**src/rct_regs.svh**
```systemverilog
// register offsets, field positions, reset values and codes for ramp control
// assumes an 8-bit register port and a 20 MHz system clock
// Functional notes
// RL1: ramp engine runs only while run bit set
// RL2: run bit forces fractional denominator to 2^24 (code forces 24'hffffff, 2^24-1)
// RL3: divider low byte write starts segment zero (code: only while run bit set)
// RL4: host programs settings before setting run bit
// RL5: clock select picks detector clock or keying pin
// RL6: three 4-bit trigger selectors, reset zero
// RL7: codes 1-3 fire on pin rising edges
// RL8: codes 9-11 fire on pin falling edges
// RL9: never, always, lock, comparator, segment flag codes
// RL10: modulation type bit selects frequency or phase
`ifndef RCT_REGS_SVH
`define RCT_REGS_SVH
`define RCT_ADDR_W 7
`define RCT_OFF_CTRL_A 7'h3a
`define RCT_OFF_TRIG_BC 7'h3b
`define RCT_OFF_N_LOW 7'h10
`define RCT_OFF_DEN_0 7'h11
`define RCT_OFF_DEN_1 7'h12
`define RCT_OFF_DEN_2 7'h13
`define RCT_OFF_STATUS 7'h14
`define RCT_RST_BYTE 8'h00
`define RCT_BIT_RUN 0
`define RCT_BIT_CLKSEL 1
`define RCT_BIT_PM 2
`define RCT_DEN_FIXED 24'hffffff
`define RCT_TRIG_NEVER 4'h0
`define RCT_TRIG_T1_RISE 4'h1
`define RCT_TRIG_T2_RISE 4'h2
`define RCT_TRIG_KEY_RISE 4'h3
`define RCT_TRIG_LOCK_RISE 4'h4
`define RCT_TRIG_COMPARATOR_ZERO_HIT 4'h5
`define RCT_TRIG_GAIN_RISE 4'h6
`define RCT_TRIG_FLAG0_RISE 4'h7
`define RCT_TRIG_ALWAYS 4'h8
`define RCT_TRIG_T1_FALL 4'h9
`define RCT_TRIG_T2_FALL 4'ha
`define RCT_TRIG_KEY_FALL 4'hb
`define RCT_TRIG_LOCK_FALL 4'hc
`endif

```
**src/rct_pkg.sv**
```systemverilog
// types shared by the ramp control block
// assumes rct_regs.svh for numeric constants
package rct_pkg;
	typedef logic [3:0] rct_trig_code_t;
	typedef enum logic [1:0] {
		RCT_IDLE = 2'b00,
		RCT_ARMED = 2'b01,
		RCT_RUNNING = 2'b11
	} rct_state_t;
endpackage

```
**src/rct_trig_sel.sv**
```systemverilog
// one trigger selector: maps a 4-bit code to an edge or level event
// assumes edges are detected by the caller as one-cycle pulses
`timescale 1ns/1ps
`include "rct_regs.svh"
module rct_trig_sel (
	input wire logic [3:0] code,
	input wire logic [7:0] rise,
	input wire logic [7:0] fall,
	input wire logic comparator_zero_hit_level,
	output logic fire
);
	import rct_pkg::*;
	// rise/fall bits: 0 pin one, 1 pin two, 2 keying, 3 lock, 4 gain, 5 flag zero
	always_comb begin
		case (code)
			`RCT_TRIG_NEVER: fire = 1'b0; // [RL9]
			`RCT_TRIG_T1_RISE: fire = rise[0]; // [RL7]
			`RCT_TRIG_T2_RISE: fire = rise[1]; // [RL7]
			`RCT_TRIG_KEY_RISE: fire = rise[2]; // [RL7]
			`RCT_TRIG_LOCK_RISE: fire = rise[3]; // [RL9]
			`RCT_TRIG_COMPARATOR_ZERO_HIT: fire = comparator_zero_hit_level; // [RL9]
			`RCT_TRIG_GAIN_RISE: fire = rise[4]; // [RL9]
			`RCT_TRIG_FLAG0_RISE: fire = rise[5]; // [RL9]
			`RCT_TRIG_ALWAYS: fire = 1'b1; // [RL9]
			`RCT_TRIG_T1_FALL: fire = fall[0]; // [RL8]
			`RCT_TRIG_T2_FALL: fire = fall[1]; // [RL8]
			`RCT_TRIG_KEY_FALL: fire = fall[2]; // [RL8]
			`RCT_TRIG_LOCK_FALL: fire = fall[3]; // [RL9]
			default: fire = 1'b0;
		endcase
	end
endmodule

```
**src/rct_ramp_ctrl.sv**
```systemverilog
// ramp control: run, clock source, modulation type, three trigger selectors
// assumes pins are synchronous to ref_clk; byte-wide register port
`timescale 1ns/1ps
`include "rct_regs.svh"
module rct_ramp_ctrl (
	input wire logic ref_clk,
	input wire logic rst_b,
	input wire logic [6:0] reg_addr,
	input wire logic [7:0] reg_wdata,
	input wire logic reg_wr,
	input wire logic reg_rd,
	output logic [7:0] reg_rdata,
	input wire logic trigger_pin_one,
	input wire logic trigger_pin_two,
	input wire logic keying_pin,
	input wire logic digital_lock_flag,
	input wire logic comparator_zero_hit,
	input wire logic segment_gain_flag,
	input wire logic segment_flag_zero,
	input wire logic pd_clk_tick,
	output logic ramp_enable,
	output logic ramp_tick,
	output logic phase_mod_select,
	output logic segment_zero_start,
	output logic [23:0] frac_denominator,
	output logic trigger_a,
	output logic trigger_b,
	output logic trigger_c,
	output rct_pkg::rct_state_t ramp_state
);
	import rct_pkg::*;
	logic [7:0] ctrl_a_reg;
	logic [7:0] trig_bc_reg;
	logic [7:0] n_low_reg;
	logic [23:0] den_reg;
	logic [5:0] pins_reg;
	logic [5:0] pins_now;
	logic [7:0] rise;
	logic [7:0] fall;
	logic fire_a;
	logic fire_b;
	logic fire_c;
	logic start_pulse;
	rct_state_t state_reg;
	rct_state_t state_next;

	function automatic logic hit(input logic [6:0] a, input logic [6:0] off);
		hit = (a == off);
	endfunction

	// register writes
	always_ff @(posedge ref_clk or negedge rst_b) begin
		if (!rst_b) begin
			ctrl_a_reg <= `RCT_RST_BYTE; // [RL1] [RL6]
			trig_bc_reg <= `RCT_RST_BYTE; // [RL6]
			n_low_reg <= `RCT_RST_BYTE;
			den_reg <= 24'h000000;
		end else if (reg_wr) begin
			if (hit(reg_addr, `RCT_OFF_CTRL_A)) ctrl_a_reg <= reg_wdata;
			if (hit(reg_addr, `RCT_OFF_TRIG_BC)) trig_bc_reg <= reg_wdata;
			if (hit(reg_addr, `RCT_OFF_N_LOW)) n_low_reg <= reg_wdata;
			if (hit(reg_addr, `RCT_OFF_DEN_0)) den_reg[7:0] <= reg_wdata;
			if (hit(reg_addr, `RCT_OFF_DEN_1)) den_reg[15:8] <= reg_wdata;
			if (hit(reg_addr, `RCT_OFF_DEN_2)) den_reg[23:16] <= reg_wdata;
		end
	end

	// read data, one cycle after the strobe
	always_ff @(posedge ref_clk or negedge rst_b) begin
		if (!rst_b) begin
			reg_rdata <= `RCT_RST_BYTE;
		end else if (reg_rd) begin
			case (reg_addr)
				`RCT_OFF_CTRL_A: reg_rdata <= ctrl_a_reg;
				`RCT_OFF_TRIG_BC: reg_rdata <= trig_bc_reg;
				`RCT_OFF_N_LOW: reg_rdata <= n_low_reg;
				`RCT_OFF_DEN_0: reg_rdata <= den_reg[7:0];
				`RCT_OFF_DEN_1: reg_rdata <= den_reg[15:8];
				`RCT_OFF_DEN_2: reg_rdata <= den_reg[23:16];
				`RCT_OFF_STATUS: reg_rdata <= {3'h0, trigger_c, trigger_b, trigger_a, state_reg};
				default: reg_rdata <= `RCT_RST_BYTE;
			endcase
		end else begin
			reg_rdata <= `RCT_RST_BYTE;
		end
	end

	assign ramp_enable = ctrl_a_reg[`RCT_BIT_RUN]; // [RL1]
	assign phase_mod_select = ctrl_a_reg[`RCT_BIT_PM]; // [RL10]
	// denominator forced while run bit set
	assign frac_denominator = ramp_enable ? `RCT_DEN_FIXED : den_reg; // [RL2]

	// edge detection of pins and flags
	assign pins_now = {segment_flag_zero, segment_gain_flag, digital_lock_flag,
		keying_pin, trigger_pin_two, trigger_pin_one};
	always_ff @(posedge ref_clk or negedge rst_b) begin
		if (!rst_b) begin
			pins_reg <= 6'h00;
		end else begin
			pins_reg <= pins_now;
		end
	end
	assign rise = {2'h0, pins_now & ~pins_reg};
	assign fall = {2'h0, ~pins_now & pins_reg};

	rct_trig_sel u_sel_a (
		.code(ctrl_a_reg[7:4]),
		.rise(rise),
		.fall(fall),
		.comparator_zero_hit_level(comparator_zero_hit),
		.fire(fire_a)
	);
	rct_trig_sel u_sel_b (
		.code(trig_bc_reg[3:0]),
		.rise(rise),
		.fall(fall),
		.comparator_zero_hit_level(comparator_zero_hit),
		.fire(fire_b)
	);
	rct_trig_sel u_sel_c (
		.code(trig_bc_reg[7:4]),
		.rise(rise),
		.fall(fall),
		.comparator_zero_hit_level(comparator_zero_hit),
		.fire(fire_c)
	);

	// triggers gated by run bit, registered
	always_ff @(posedge ref_clk or negedge rst_b) begin
		if (!rst_b) begin
			trigger_a <= 1'b0;
			trigger_b <= 1'b0;
			trigger_c <= 1'b0;
		end else begin
			trigger_a <= fire_a & ramp_enable; // [RL6] [RL1]
			trigger_b <= fire_b & ramp_enable; // [RL6]
			trigger_c <= fire_c & ramp_enable; // [RL6]
		end
	end

	// start at segment zero on low divider byte write while run bit set
	assign start_pulse = reg_wr && hit(reg_addr, `RCT_OFF_N_LOW) && ramp_enable; // [RL3]

	always_comb begin
		state_next = state_reg;
		case (state_reg)
			RCT_IDLE: begin
				// a start write right after the run write must not be lost
				if (start_pulse) state_next = RCT_RUNNING; // [RL3]
				else if (ramp_enable) state_next = RCT_ARMED;
			end
			RCT_ARMED: begin
				if (!ramp_enable) state_next = RCT_IDLE;
				else if (start_pulse) state_next = RCT_RUNNING; // [RL3]
			end
			RCT_RUNNING: begin
				if (!ramp_enable) state_next = RCT_IDLE; // [RL1]
			end
			default: state_next = RCT_IDLE;
		endcase
	end

	always_ff @(posedge ref_clk or negedge rst_b) begin
		if (!rst_b) begin
			state_reg <= RCT_IDLE;
			segment_zero_start <= 1'b0;
		end else begin
			state_reg <= state_next;
			segment_zero_start <= start_pulse; // [RL3]
		end
	end
	assign ramp_state = state_reg;

	// ramp clock: detector tick or keying rising edge, only while running
	always_ff @(posedge ref_clk or negedge rst_b) begin
		if (!rst_b) begin
			ramp_tick <= 1'b0;
		end else begin
			ramp_tick <= (state_reg == RCT_RUNNING) && ramp_enable &&
				(ctrl_a_reg[`RCT_BIT_CLKSEL] ? rise[2] : pd_clk_tick); // [RL5] [RL1]
		end
	end

	a_den_forced: assert property (@(posedge ref_clk) disable iff (!rst_b)
		ramp_enable |-> frac_denominator == `RCT_DEN_FIXED) // [RL2]
		else $error("denominator not forced");
	a_start_pulse: assert property (@(posedge ref_clk) disable iff (!rst_b)
		(reg_wr && reg_addr == `RCT_OFF_N_LOW && ramp_enable) |=> segment_zero_start) // [RL3]
		else $error("start missing");
	a_state_idle: assert property (@(posedge ref_clk) disable iff (!rst_b)
		!ramp_enable |=> state_reg == RCT_IDLE) // [RL1]
		else $error("state not idle while disabled");
	a_trig_gated: assert property (@(posedge ref_clk) disable iff (!rst_b)
		!ramp_enable |=> !(trigger_a || trigger_b || trigger_c)) // [RL1]
		else $error("trigger while disabled");
	a_trig_never: assert property (@(posedge ref_clk) disable iff (!rst_b)
		ctrl_a_reg[7:4] == `RCT_TRIG_NEVER |=> !trigger_a) // [RL9]
		else $error("never code triggered");
	a_rdata_idle: assert property (@(posedge ref_clk) disable iff (!rst_b)
		!reg_rd |=> reg_rdata == `RCT_RST_BYTE)
		else $error("read data outside read cycle");
	a_tick_off: assert property (@(posedge ref_clk) disable iff (!rst_b)
		!ramp_enable |=> !ramp_tick) // [RL1]
		else $error("tick while disabled");
	a_trig_rise: assert property (@(posedge ref_clk) disable iff (!rst_b)
		(ctrl_a_reg[7:4] == 4'h1 && ramp_enable && trigger_pin_one && !$past(trigger_pin_one))
		|=> trigger_a) // [RL7]
		else $error("rise trigger missed");
	a_trig_fall: assert property (@(posedge ref_clk) disable iff (!rst_b)
		(trig_bc_reg[3:0] == 4'h9 && ramp_enable && !trigger_pin_one && $past(trigger_pin_one))
		|=> trigger_b) // [RL8]
		else $error("fall trigger missed");
	a_trig_always: assert property (@(posedge ref_clk) disable iff (!rst_b)
		(trig_bc_reg[7:4] == 4'h8 && ramp_enable) |=> trigger_c) // [RL9]
		else $error("always trigger missed");
	a_clk_key: assert property (@(posedge ref_clk) disable iff (!rst_b)
		(ctrl_a_reg[`RCT_BIT_CLKSEL] && ramp_enable && state_reg == RCT_RUNNING &&
		keying_pin && !$past(keying_pin))
		|=> ramp_tick) // [RL5]
		else $error("keying tick missed");
	a_pm_follow: assert property (@(posedge ref_clk) disable iff (!rst_b)
		(reg_wr && reg_addr == `RCT_OFF_CTRL_A) |=>
		phase_mod_select == $past(reg_wdata[`RCT_BIT_PM])) // [RL10]
		else $error("modulation type wrong");
endmodule

```
**config.mk**
```make
export PLATFORM = sky130hd
export DESIGN_NAME = rct_ramp_ctrl
export DESIGN_NICKNAME = d
export VERILOG_FILES = /design/src/rct_pkg.sv /design/src/rct_trig_sel.sv /design/src/rct_ramp_ctrl.sv
export VERILOG_INCLUDE_DIRS = /design/src /design/src/src
export SDC_FILE = /design/constraint.sdc
export NUM_CORES = 1
export LEC_CHECK = 0
export ABC_AREA = 1
export BUFFER_PORTS_ARGS = -buffer_cell sky130_fd_sc_hd__buf_2
export CAP_MARGIN = 20
export CORE_ASPECT_RATIO = 1.75
export CORE_UTILIZATION = 45
export DETAILED_ROUTE_END_ITERATION = 10
export HOLD_SLACK_MARGIN = 0.05
export PLACE_DENSITY_LB_ADDON = 0.1
export SETUP_SLACK_MARGIN = 0.5
export SYNTH_ARGS = -nofsm -noshare
export SYNTH_HDL_FRONTEND = slang
export SYNTH_SLANG_ARGS = --single-unit
export TNS_END_PERCENT = 5
```
**constraint.sdc**
```tcl
create_clock -name ref_clk -period 2.05 [get_ports ref_clk]
set_input_delay 0.5125 -clock ref_clk [delete_from_list [all_inputs] [get_ports ref_clk]]
set_output_delay 0.5125 -clock ref_clk [all_outputs]
set_load 0.01 [all_outputs]
```
==> impl_metrics.py, run 1 <==
metrics = {
    "run_status": {
        "outcome": "finished, final reports clean",
    },
    "synthesis": {
        "ys_warn_count": 0,
        "synth_fp_nets": 536,
        "ys_types": 25,
        "synth_top_cell_by_area": "dfrtp_1",
        "syn_inst": 509,
        "synth_area_leaders": "dfrtp_1 45%, nand2_1 13%, nand3_1 11%",
        "synth_edf_count": 0,
        "synth_top_area_share": 0.450,
        "synth_seq_cells": 69,
        "async_flop_share": 1.00,
        "syn_avg_cell_area_um2": 7.53,
        "syn_area_um2": 3830,
        "ys_seq_area_frac": 0.450,
        "synth_ff_type": "dfrtp_1",
    },
    "timing": {
        "slew_violations": 0,
        "max_freq_mhz": 578,
        "skew_ns": 0.00583,
        "worst_pin_slew_ns": 0.468,
        "relSlewSlack": 0.687,
        "hold_viol": 0,
        "fin_setup_tns_ns": 0,
        "worst_slack_ns": 0.319,
        "min_period_over_period": 0.845,
        "setup_viol": 0,
        "period_needed_ns": 1.73,
        "rsz0062_at_grt": "yes",
    },
    "placed_design": {
        "dp_slack_ns": 0.210,
        "hpwlAfterDp_um": 8220,
        "gp_congestion": 0.900,
        "numPlacedInstances": 662,
        "portBuffers": 67,
    },
    "clock_tree": {
        "cts_tree": "done",
        "cts.clk_slew.worst_paths_ns": 0.05,
        "htreeDepth": 3,
        "clock_latency_ns": 0.34,
        "clockBufferDepth": 2,
        "cts-root-buf": "clkbuf_16",
        "cts_buffers": 9,
        "clock-sinks": 69,
    },
    "route": {
        "drt-total-wl_um": 11100,
        "wl_per_cell_um": 16.3,
        "antenna_left": 0,
        "vias_per_cell": 5.22,
        "drt_iter0_drc": 279,
        "vias": 3556,
        "drc": 0,
        "drtPass1Iterations": 5,
    },
    "worst_setup_path": {
        "worstPathMaxFanout": 6,
        "end_kind": "output port",
        "critPathKind": "reg -> out",
        "worst-r2r-setup-slack_ns": 0.77,
        "required_ns": 1.54,
        "arrival_ns": 1.22,
        "cp-start-kind": "flop",
    },
    "pwr": {
        "p_per_area_nw_per_um2": 784,
        "p_leak_nw": 2.48,
        "vdd_drop_max_mv": 0.450,
        "total_power_mw": 3.68,
    },
    "global_routing": {
        "grt_pass1_wl_um": 17400,
        "track_usage": 0.270,
        "antenna_found_initial": 0,
        "grt_overflow_total": 0,
        "grt_pass1_vias": 3464,
        "grt_start_max_net_pins": 70,
    },
    "die": {
        "top_level_ports": 68,
        "dieArea_um2": 8910,
        "core_um2": 8260,
        "row_count": 44,
        "start_util": 0.464,
        "fp.dieW_um": 71.8,
        "die_height_um": 124,
    },
    "hold_path": {
        "hold_path.class": "in -> async",
    },
    "final_layout": {
        "multi_input_area_um2": 1760,
        "fin_cells": 681,
        "area_growth_pct": 22.4,
        "antennaDiodeCount": 0,
        "fillers": 797,
        "largest_reg_flops": 24,
        "final_nets": 612,
        "fin_util": 0.568,
        "drive_above_1_share": 0.239,
        "regArea_um2": 1730,
    },
    "flow_run": {
        "maxCapViolations": 0,
    },
}
[synthesized netlist by cell type (4+ instances only)]
cell type    n
a21oi_1      6
buf_6        4
dfrtp_1     69
inv_1       62
nand2_1    135
nand2_2      9
nand3_1     85
nor2_1      62
nor2_4      10
o21ai_0     34
o21ai_2      4
[report_power, final]
group	switching (mW)	leakage [nW]	internal (mW)
Combinational	0.394	1.57	0.222
Clock	0.537	0.139	0.909
Sequential	0.114	0.774	1.50
Total	1.04	2.48	2.63
[path summary, 6_finish.rpt]
check	start	endpoint	cells past startpoint
setup reg to reg	trig_bc_reg[6]	trigger_c	8
max in group asynchronous	rst_b	den_reg[7]	2
hold / removal	rst_b	n_low_reg[4]	2
min in group ref_clk	segment_gain_flag	pins_reg[4]	1
setup / recovery	ctrl_a_reg[0]	frac_denominator[10]	4
hold reg to reg	n_low_reg[5]	n_low_reg[5]	2
[metrics by stage]
step / hold slack [ns] / area, µm²
6_report: 0.193 / 4690
3_5_place_dp: 0.466 / 4250
2_1_floorplan: 0.217 / 3830
4_1_cts: 0.215 / 4590
3_3_place_gp: 0.463 / 4250
5_1_grt: 0.233 / 4690
[worst max-delay path: stages (launching register included)]
cell,delay (ns)
dfrtp_2,0.42
clkinv_4,0.11
clkbuf_16,0.17
nand2_2,0.06
buf_6,0.12
[layout by cell type, fill, tap and decap left out, types with 4 or more instances in the layout]
master	n
nand2_1	122
buf_6	7
buf_2	60
o21ai_0	34
o21ai_2	4
inv_1	62
nor2_4	10
clkbuf_16	10
a21oi_1	6
dfrtp_1	68
buf_4	4
buf_12	5
nor2_1	62
nand2_2	22
nand3_1	85
[layer usage]
metal	vias up	part of all wire	track usage
met2	136	0.50	0.452
met4	0	0.072	0.214
met3	49	0.054	0.0615
met1	1613	0.37	0.289
met5	-	0	0
li1	1758	-	-
[what timing repair did]
action,in CTS,in global routing
buffers inserted,1,1
hold buffers,0,0
endpoints found under the setup margin,24,41
resized for setup,7,20
gates cloned,1,1
[area by class of cell]
| class | instances | area share |
|---|---|---|
| tap | 92 | 0.0245 |
| inverter | 66 | 0.0538 |
| timing repair buffer | 78 | 0.120 |
| multi-input combinational | 361 | 0.374 |
| clock buffer | 14 | 0.0584 |
| clock inverter | 1 | 0.00107 |
| sequential | 69 | 0.368 |
[cells by family (layout without fill, tap and decap cells)]
family,count (synthesis),in the layout,synth area share
DFF,69,69,0.450
and+or+nand+nor,313,313,0.382
buffers and inverters,79,159,0.0998
AOI/OAI and AO/OA,48,48,0.0675
(Power assumes the default switching activity.)
==> inputs of run 2 (changes only) <==
ABC_AREA = 0   (was 1)
clock period = 1.75 ns   (was 2.05 ns; I/O delays follow)
==> run 2 against run 1 <==
Against the previous run: hold slack got worse by 0.074 ns; the flow now finishes with violations (setup timing); power increased by 23%; count of clock-buffer cells in the layout decreased by 2; global-route usage decreased by 2.0 points; setup slack got worse by 0.35 ns; synthesized area decreased by 2.6%; combinational power increased by 16%; largest power group is now clock; synthesized cell count decreased by 37%; highest routed layer unchanged; critical endpoint is now frac_denominator[16]; cell count decreased by 27%; sequential power increased by 13%; largest cell class unchanged.
==> impl_metrics.py, run 2 <==
metrics = {
    "run_status": {
        "outcome": "complete, but fails checks",
        "violations": "setup timing",
    },
    "route": {
        "met3_wirelength_um": 360,
        "antenna_left": 0,
        "drt_iter0_drc": 235,
        "drt-met1-wl_um": 4250,
        "vias": 2972,
        "routed-wl-met2_um": 5350,
        "dr.max_layer_used": "met4",
        "drc": 0,
        "drtPass1Iterations": 7,
        "vias_per_cell": 5.97,
        "drt-total-wl_um": 10200,
        "wl_per_cell_um": 20.6,
    },
    "clock_tree": {
        "htreeDepth": 3,
        "cts_buffers": 9,
        "clock_latency_ns": 0.33,
        "cts-hold-fix-buffers": 0,
        "cts_tree": "done",
        "cts.clk_slew.worst_paths_ns": 0.06,
        "cts-root-buf": "clkbuf_16",
        "clock-sinks": 69,
        "clockBufferDepth": 2,
    },
    "worst_setup_path": {
        "crit_family": "flip-flops",
        "critPathKind": "reg -> out",
        "r2r-end": "trigger_a",
        "cp.depth": 3,
        "arrival_ns": 1.35,
        "cp_slowest_stage_delay_ns": 0.40,
        "cp-start-kind": "flop",
        "cp_slowest_cell": "dfrtp_1",
        "worstPathMaxFanout": 22,
        "required_ns": 1.31,
        "r2r_start": "ctrl_a_reg[4]",
        "worstPathCellList": "buf_6, or2_2, buf_2",
        "cp_num_buf_inv": 2,
        "worstRegToRegCells": 4,
        "worst-r2r-setup-slack_ns": 0.22,
        "end_kind": "output port",
    },
    "synthesis": {
        "yosys.area_share.simple": 0.194,
        "synth_top_family_by_area": "simple AND/OR/NAND/NOR gates",
        "ys_types": 50,
        "ys_top_cells_by_count": "69 x dfrtp_1, 42 x mux2_2, 24 x or2_2",
        "synth_xor_xnor_area_share": 0,
        "synth_area_leaders": "dfrtp_1 46%, mux2_2 13%, or2_2 4.0%",
        "syn_avg_cell_area_um2": 11.6,
        "synthAdderAreaFrac": 0,
        "ys_seq_area_frac": 0.462,
        "syn_inst": 323,
        "async_flop_share": 1.00,
        "synth_edf_count": 0,
        "synth_ff_type": "dfrtp_1",
        "synthMuxAreaShare": 0.177,
        "synth_fp_nets": 350,
        "ys_warn_count": 0,
        "synth_top_area_share": 0.462,
        "synth_seq_cells": 69,
        "syn_area_um2": 3740,
        "synth_compound_gate_area_share": 0.128,
        "synth_top_cell_by_area": "dfrtp_1",
        "synth_most_common_cell": "dfrtp_1",
    },
    "die": {
        "top_level_ports": 68,
        "core_um2": 7960,
        "die_height_um": 123,
        "dieArea_um2": 8690,
        "fp.dieW_um": 70.9,
        "start_util": 0.469,
        "row_count": 43,
    },
    "placed_design": {
        "hpwlAfterDp_um": 7170,
        "placed_cell_area_um2": 4300,
        "portBuffers": 67,
        "gp_congestion": 0.824,
        "dp_slack_ns": -0.302,
        "numPlacedInstances": 482,
    },
    "timing": {
        "period_needed_ns": 1.79,
        "worst_slack_ns": -0.0362,
        "rsz0062_at_grt": "yes",
        "fin_setup_tns_ns": -0.251,
        "hold_ws_ns": 0.119,
        "relSlewSlack": 0.742,
        "min_period_over_period": 1.02,
        "hold_viol": 0,
        "skew_ns": 0.00497,
        "worst_pin_slew_ns": 0.385,
        "slew_violations": 0,
        "max_freq_mhz": 560,
        "setup_viol": 17,
    },
    "pwr": {
        "power.internal_mw": 3.40,
        "power_frac_clock": 0.436,
        "pwr-share-seq": 0.406,
        "p_per_area_nw_per_um2": 924,
        "vdd_drop_max_mv": 0.488,
        "swShare": 0.247,
        "p_sw_mw": 1.11,
        "total_power_mw": 4.52,
        "pwr-share-comb": 0.158,
        "p_leak_nw": 2.40,
    },
    "final_layout": {
        "regArea_um2": 1730,
        "area_growth_pct": 30.8,
        "largest_reg_flops": 24,
        "final_cell_area_um2": 4890,
        "final_cell_mix": "64 x dfrtp_1, 64 x buf_2, 38 x mux2_4",
        "fin_util": 0.614,
        "antennaDiodeCount": 0,
        "fillers": 667,
        "drive_above_1_share": 0.529,
        "fin_cells": 498,
        "multi_input_area_um2": 2080,
        "final_nets": 430,
    },
    "global_routing": {
        "grt_overflow_total": 0,
        "grt_pass1_vias": 2954,
        "grt_pass1_wl_um": 16000,
        "track_usage": 0.250,
        "grt_start_max_net_pins": 70,
        "antenna_found_initial": 0,
    },
    "hold_path": {
        "hold_path.class": "in -> async",
    },
    "flow_run": {
        "maxCapViolations": 0,
    },
}
-- run 2: cell types whose count changed after synthesis, sizes merged, moves of 7 or more --
cell    before  now
o21a         0    8
or2          0   24
inv         65    7
a22oi        0   13
and3         0    7
clkbuf       2   16
nand2      147    6
o21ai       41   12
nor4bb       0   12
mux2         0   50
nand3       88    8
nor3b        0   11
nor2        75   11
-- run 2: power groups by stage --
| stage | sequential (mW) | combinational, mW | clock (mW) |
|---|---|---|---|
| finish | 1.83 | 0.712 | 1.97 |
| global route | 1.85 | 0.772 | 2.06 |
| CTS | 1.82 | 0.693 | 2.00 |
| detailed placement | 1.85 | 0.649 | 0 |
| global placement | 1.84 | 0.638 | 0 |
| floorplan | 1.78 | 0.410 | 0 |
-- run 2: cells by family after synthesis --
kind of cell | after synthesis
AOI/OAI and AO/OA | 70
muxes | 53
and+or+nand+nor | 101
buffers and inverters | 30
DFF | 69
-- run 2: area by class of cell --
cell class	count	share of cell area
tap	90	0.0230
inverter	7	0.00538
clock buffer	12	0.0525
timing repair buffer	92	0.125
multi-input combinational	224	0.425
sequential	69	0.355
clock inverter	4	0.0143
-- run 2: how the worst max path moves through the flow --
stage / startpoint / to / slack, ns
2_1_floorplan: reg_addr[3] / den_reg[16] / -0.27
6_report: ctrl_a_reg[0] / frac_denominator[16] / -0.04
3_3_place_gp: reg_addr[3] / den_reg[16] / -0.28
4_1_cts: ctrl_a_reg[0] / frac_denominator[23] / -0.04
5_1_grt: ctrl_a_reg[0] / frac_denominator[23] / -0.08
3_5_place_dp: reg_addr[3] / den_reg[17] / -0.30
-- run 2: routing by layer --
metal	global-route usage	vias up
met3	0.0337	18
li1	-	1372
met2	0.424	88
met1	0.313	1494
met5	0	-
met4	0.121	0
-- run 2: worst register-to-register path, cell delays in order (launching register included) --
cell and delay, ns:
dfrtp_2 0.48, nor4bb_2 0.36, a31oi_1 0.08, a221o_1 0.37, a211oi_2 0.16
-- run 2: repair_timing --
| action | 4_1_cts | 5_1_grt |
|---|---|---|
| endpoints found under the setup margin | 102 | 102 |
| pin swaps | 21 | 20 |
| hold endpoints to repair | 0 | 0 |
| setup buffers | 0 | 0 |
| gates resized for setup | 45 | 24 |
==> inputs of run 3 (changes only) <==
PLACE_DENSITY = 0.7   (was not set)
PLACE_DENSITY_LB_ADDON = not set   (was 0.1)
==> run 3 against run 2 <==
Against the previous run: first-iteration DRC count up 15%; count of clock-buffer cells in the layout is 1 higher; wire length up 5.6%; setup slack got worse by 0.0073 ns; the run ends with DRC, setup timing left.
==> impl_metrics.py, run 3 (same netlist as run 2, synthesis figures left out) <==
metrics = {
    "global_routing": {
        "grt_pass1_wl_um": 15800,
        "antenna_found_initial": 0,
        "track_usage": 0.247,
        "grt_overflow_total": 0,
        "grt_pass1_vias": 3007,
        "grt_start_max_net_pins": 40,
    },
    "worst_setup_path": {
        "cp_num_buf_inv": 2,
        "end_kind": "output port",
        "cp_slowest_stage_delay_ns": 0.46,
        "cp-start-kind": "flop",
        "worstPathMaxFanout": 8,
        "required_ns": 1.31,
        "cp_slowest_cell": "dfrtp_2",
        "critPathKind": "reg -> out",
        "crit_family": "flip-flops",
        "arrival_ns": 1.36,
        "worstPathCellList": "clkbuf_16, or2_4, buf_6",
    },
    "timing": {
        "fin_setup_tns_ns": -0.487,
        "slew_violations": 0,
        "rsz0062_at_grt": "yes",
        "min_period_over_period": 1.02,
        "relSlewSlack": 0.710,
        "hold_ws_ns": 0.231,
        "setup_viol": 23,
        "worst_pin_slew_ns": 0.434,
        "worst_slack_ns": -0.0434,
        "period_needed_ns": 1.79,
        "hold_viol": 0,
        "skew_ns": 0.00528,
        "max_freq_mhz": 558,
    },
    "die": {
        "dieArea_um2": 8690,
        "row_count": 43,
        "core_um2": 7960,
        "die_height_um": 123,
        "top_level_ports": 68,
        "start_util": 0.469,
        "fp.dieW_um": 70.9,
    },
    "pwr": {
        "p_leak_nw": 2.47,
        "swShare": 0.254,
        "p_sw_mw": 1.15,
        "pwr-share-seq": 0.409,
        "p_per_area_nw_per_um2": 866,
        "pwr-share-comb": 0.209,
        "vdd_drop_max_mv": 0.514,
        "power.internal_mw": 3.36,
        "power_frac_clock": 0.382,
    },
    "final_layout": {
        "fillers": 586,
        "antennaDiodeCount": 0,
        "final_cell_mix": "63 x dfrtp_1, 43 x mux2_4, 40 x buf_2",
        "largest_reg_flops": 24,
        "area_growth_pct": 39.2,
        "final_nets": 435,
        "layout_commonest_cell": "dfrtp_1",
        "drive_above_1_share": 0.529,
    },
    "clock_tree": {
        "clock-sinks": 69,
        "clock_latency_ns": 0.33,
        "clockBufferDepth": 2,
        "cts.clk_slew.worst_paths_ns": 0.05,
        "cts_tree": "done",
        "cts_buffers": 9,
        "htreeDepth": 3,
        "cts-root-buf": "clkbuf_16",
    },
    "hold_path": {
        "hold_path.class": "in -> reg",
    },
    "route": {
        "drtPass1Iterations": 9,
        "drc": 3,
        "antenna_left": 0,
        "vias_per_cell": 6.07,
        "wl_per_cell_um": 21.6,
        "drt_iter0_drc": 270,
        "drt-total-wl_um": 10800,
        "vias": 3045,
    },
    "run_status": {
        "violations": "DRC, setup timing",
        "outcome": "complete, but fails checks",
    },
    "placed_design": {
        "portBuffers": 67,
        "dp_slack_ns": -0.297,
        "hpwlAfterDp_um": 7090,
        "gp_congestion": 0.872,
    },
    "flow_run": {
        "maxCapViolations": 0,
    },
}
-- run 3: changes by cell type in the layout (fill, tap and decap cells not counted), sizes merged --
cell	previous run	this run
dlygate4sd3	0	1
clkbuf	13	16
bufinv	2	1
clkinv	2	1
buf	91	93
-- run 3: area by class of cell --
type                            count  area (µm²)  share of cell area
Clock buffer                       13         240              0.0462
Tap cell                           90         113              0.0217
Inverter                            7        26.3             0.00505
Multi-Input combinational cell    224        2200               0.422
Sequential cell                    69        1730               0.333
Timing Repair Buffer               97         856               0.165
Clock inverter                      2        35.0             0.00674
-- run 3: per-layer routing --
metal / part of all wire / GRT usage / vias to the layer above / wire (µm)
li1: - / - / 1373 / -
met1: 0.39 / 0.283 / 1535 / 4250
met2: 0.54 / 0.433 / 121 / 5840
met3: 0.045 / 0.0452 / 16 / 488
met4: 0.023 / 0.130 / 0 / 248
met5: 0 / 0 / - / 0
-- run 3: power groups by stage --
stage | Sequential [mW] | Clock, mW | Combinational [mW]
6_report | 1.84 | 1.72 | 0.939
5_1_grt | 1.85 | 1.82 | 0.997
4_1_cts | 1.82 | 1.75 | 0.789
3_5_place_dp | 1.84 | 0 | 0.648
3_3_place_gp | 1.84 | 0 | 0.634
2_1_floorplan | 1.78 | 0 | 0.410
-- run 3: what timing repair did --
item	CTS	global route
hold buffers	1	0
setup endpoints to repair	102	102
buffers inserted	0	1
cloned	0	3
pin swaps	19	24
gates resized for setup	78	53
endpoints found under the hold margin	13	0
-- run 3: metrics by stage --
step	area [µm²]	total power, mW	cells	util
6_report	5200	4.50	502	0.653
5_1_grt	5200	4.67	502	0.653
4_1_cts	4920	4.36	498	0.618
3_5_place_dp	4320	2.49	482	0.542
3_3_place_gp	4320	2.47	482	0.542
2_1_floorplan	3740	2.19	323	-
-- run 3: worst paths after layout --
| path | start | end | slack [ns] | cells after the start |
|---|---|---|---|---|
| min in group asynchronous | rst_b | den_reg[8] | 0.54 | 2 |
| min reg2reg | n_low_reg[1] | n_low_reg[1] | 0.51 | 1 |
| max in group asynchronous | rst_b | trig_bc_reg[7] | 0.63 | 3 |
| max | ctrl_a_reg[0] | frac_denominator[20] | -0.04 | 3 |
| max reg2reg | trig_bc_reg[4] | trigger_c | 0.26 | 4 |
| min | digital_lock_flag | pins_reg[3] | 0.23 | 1 |
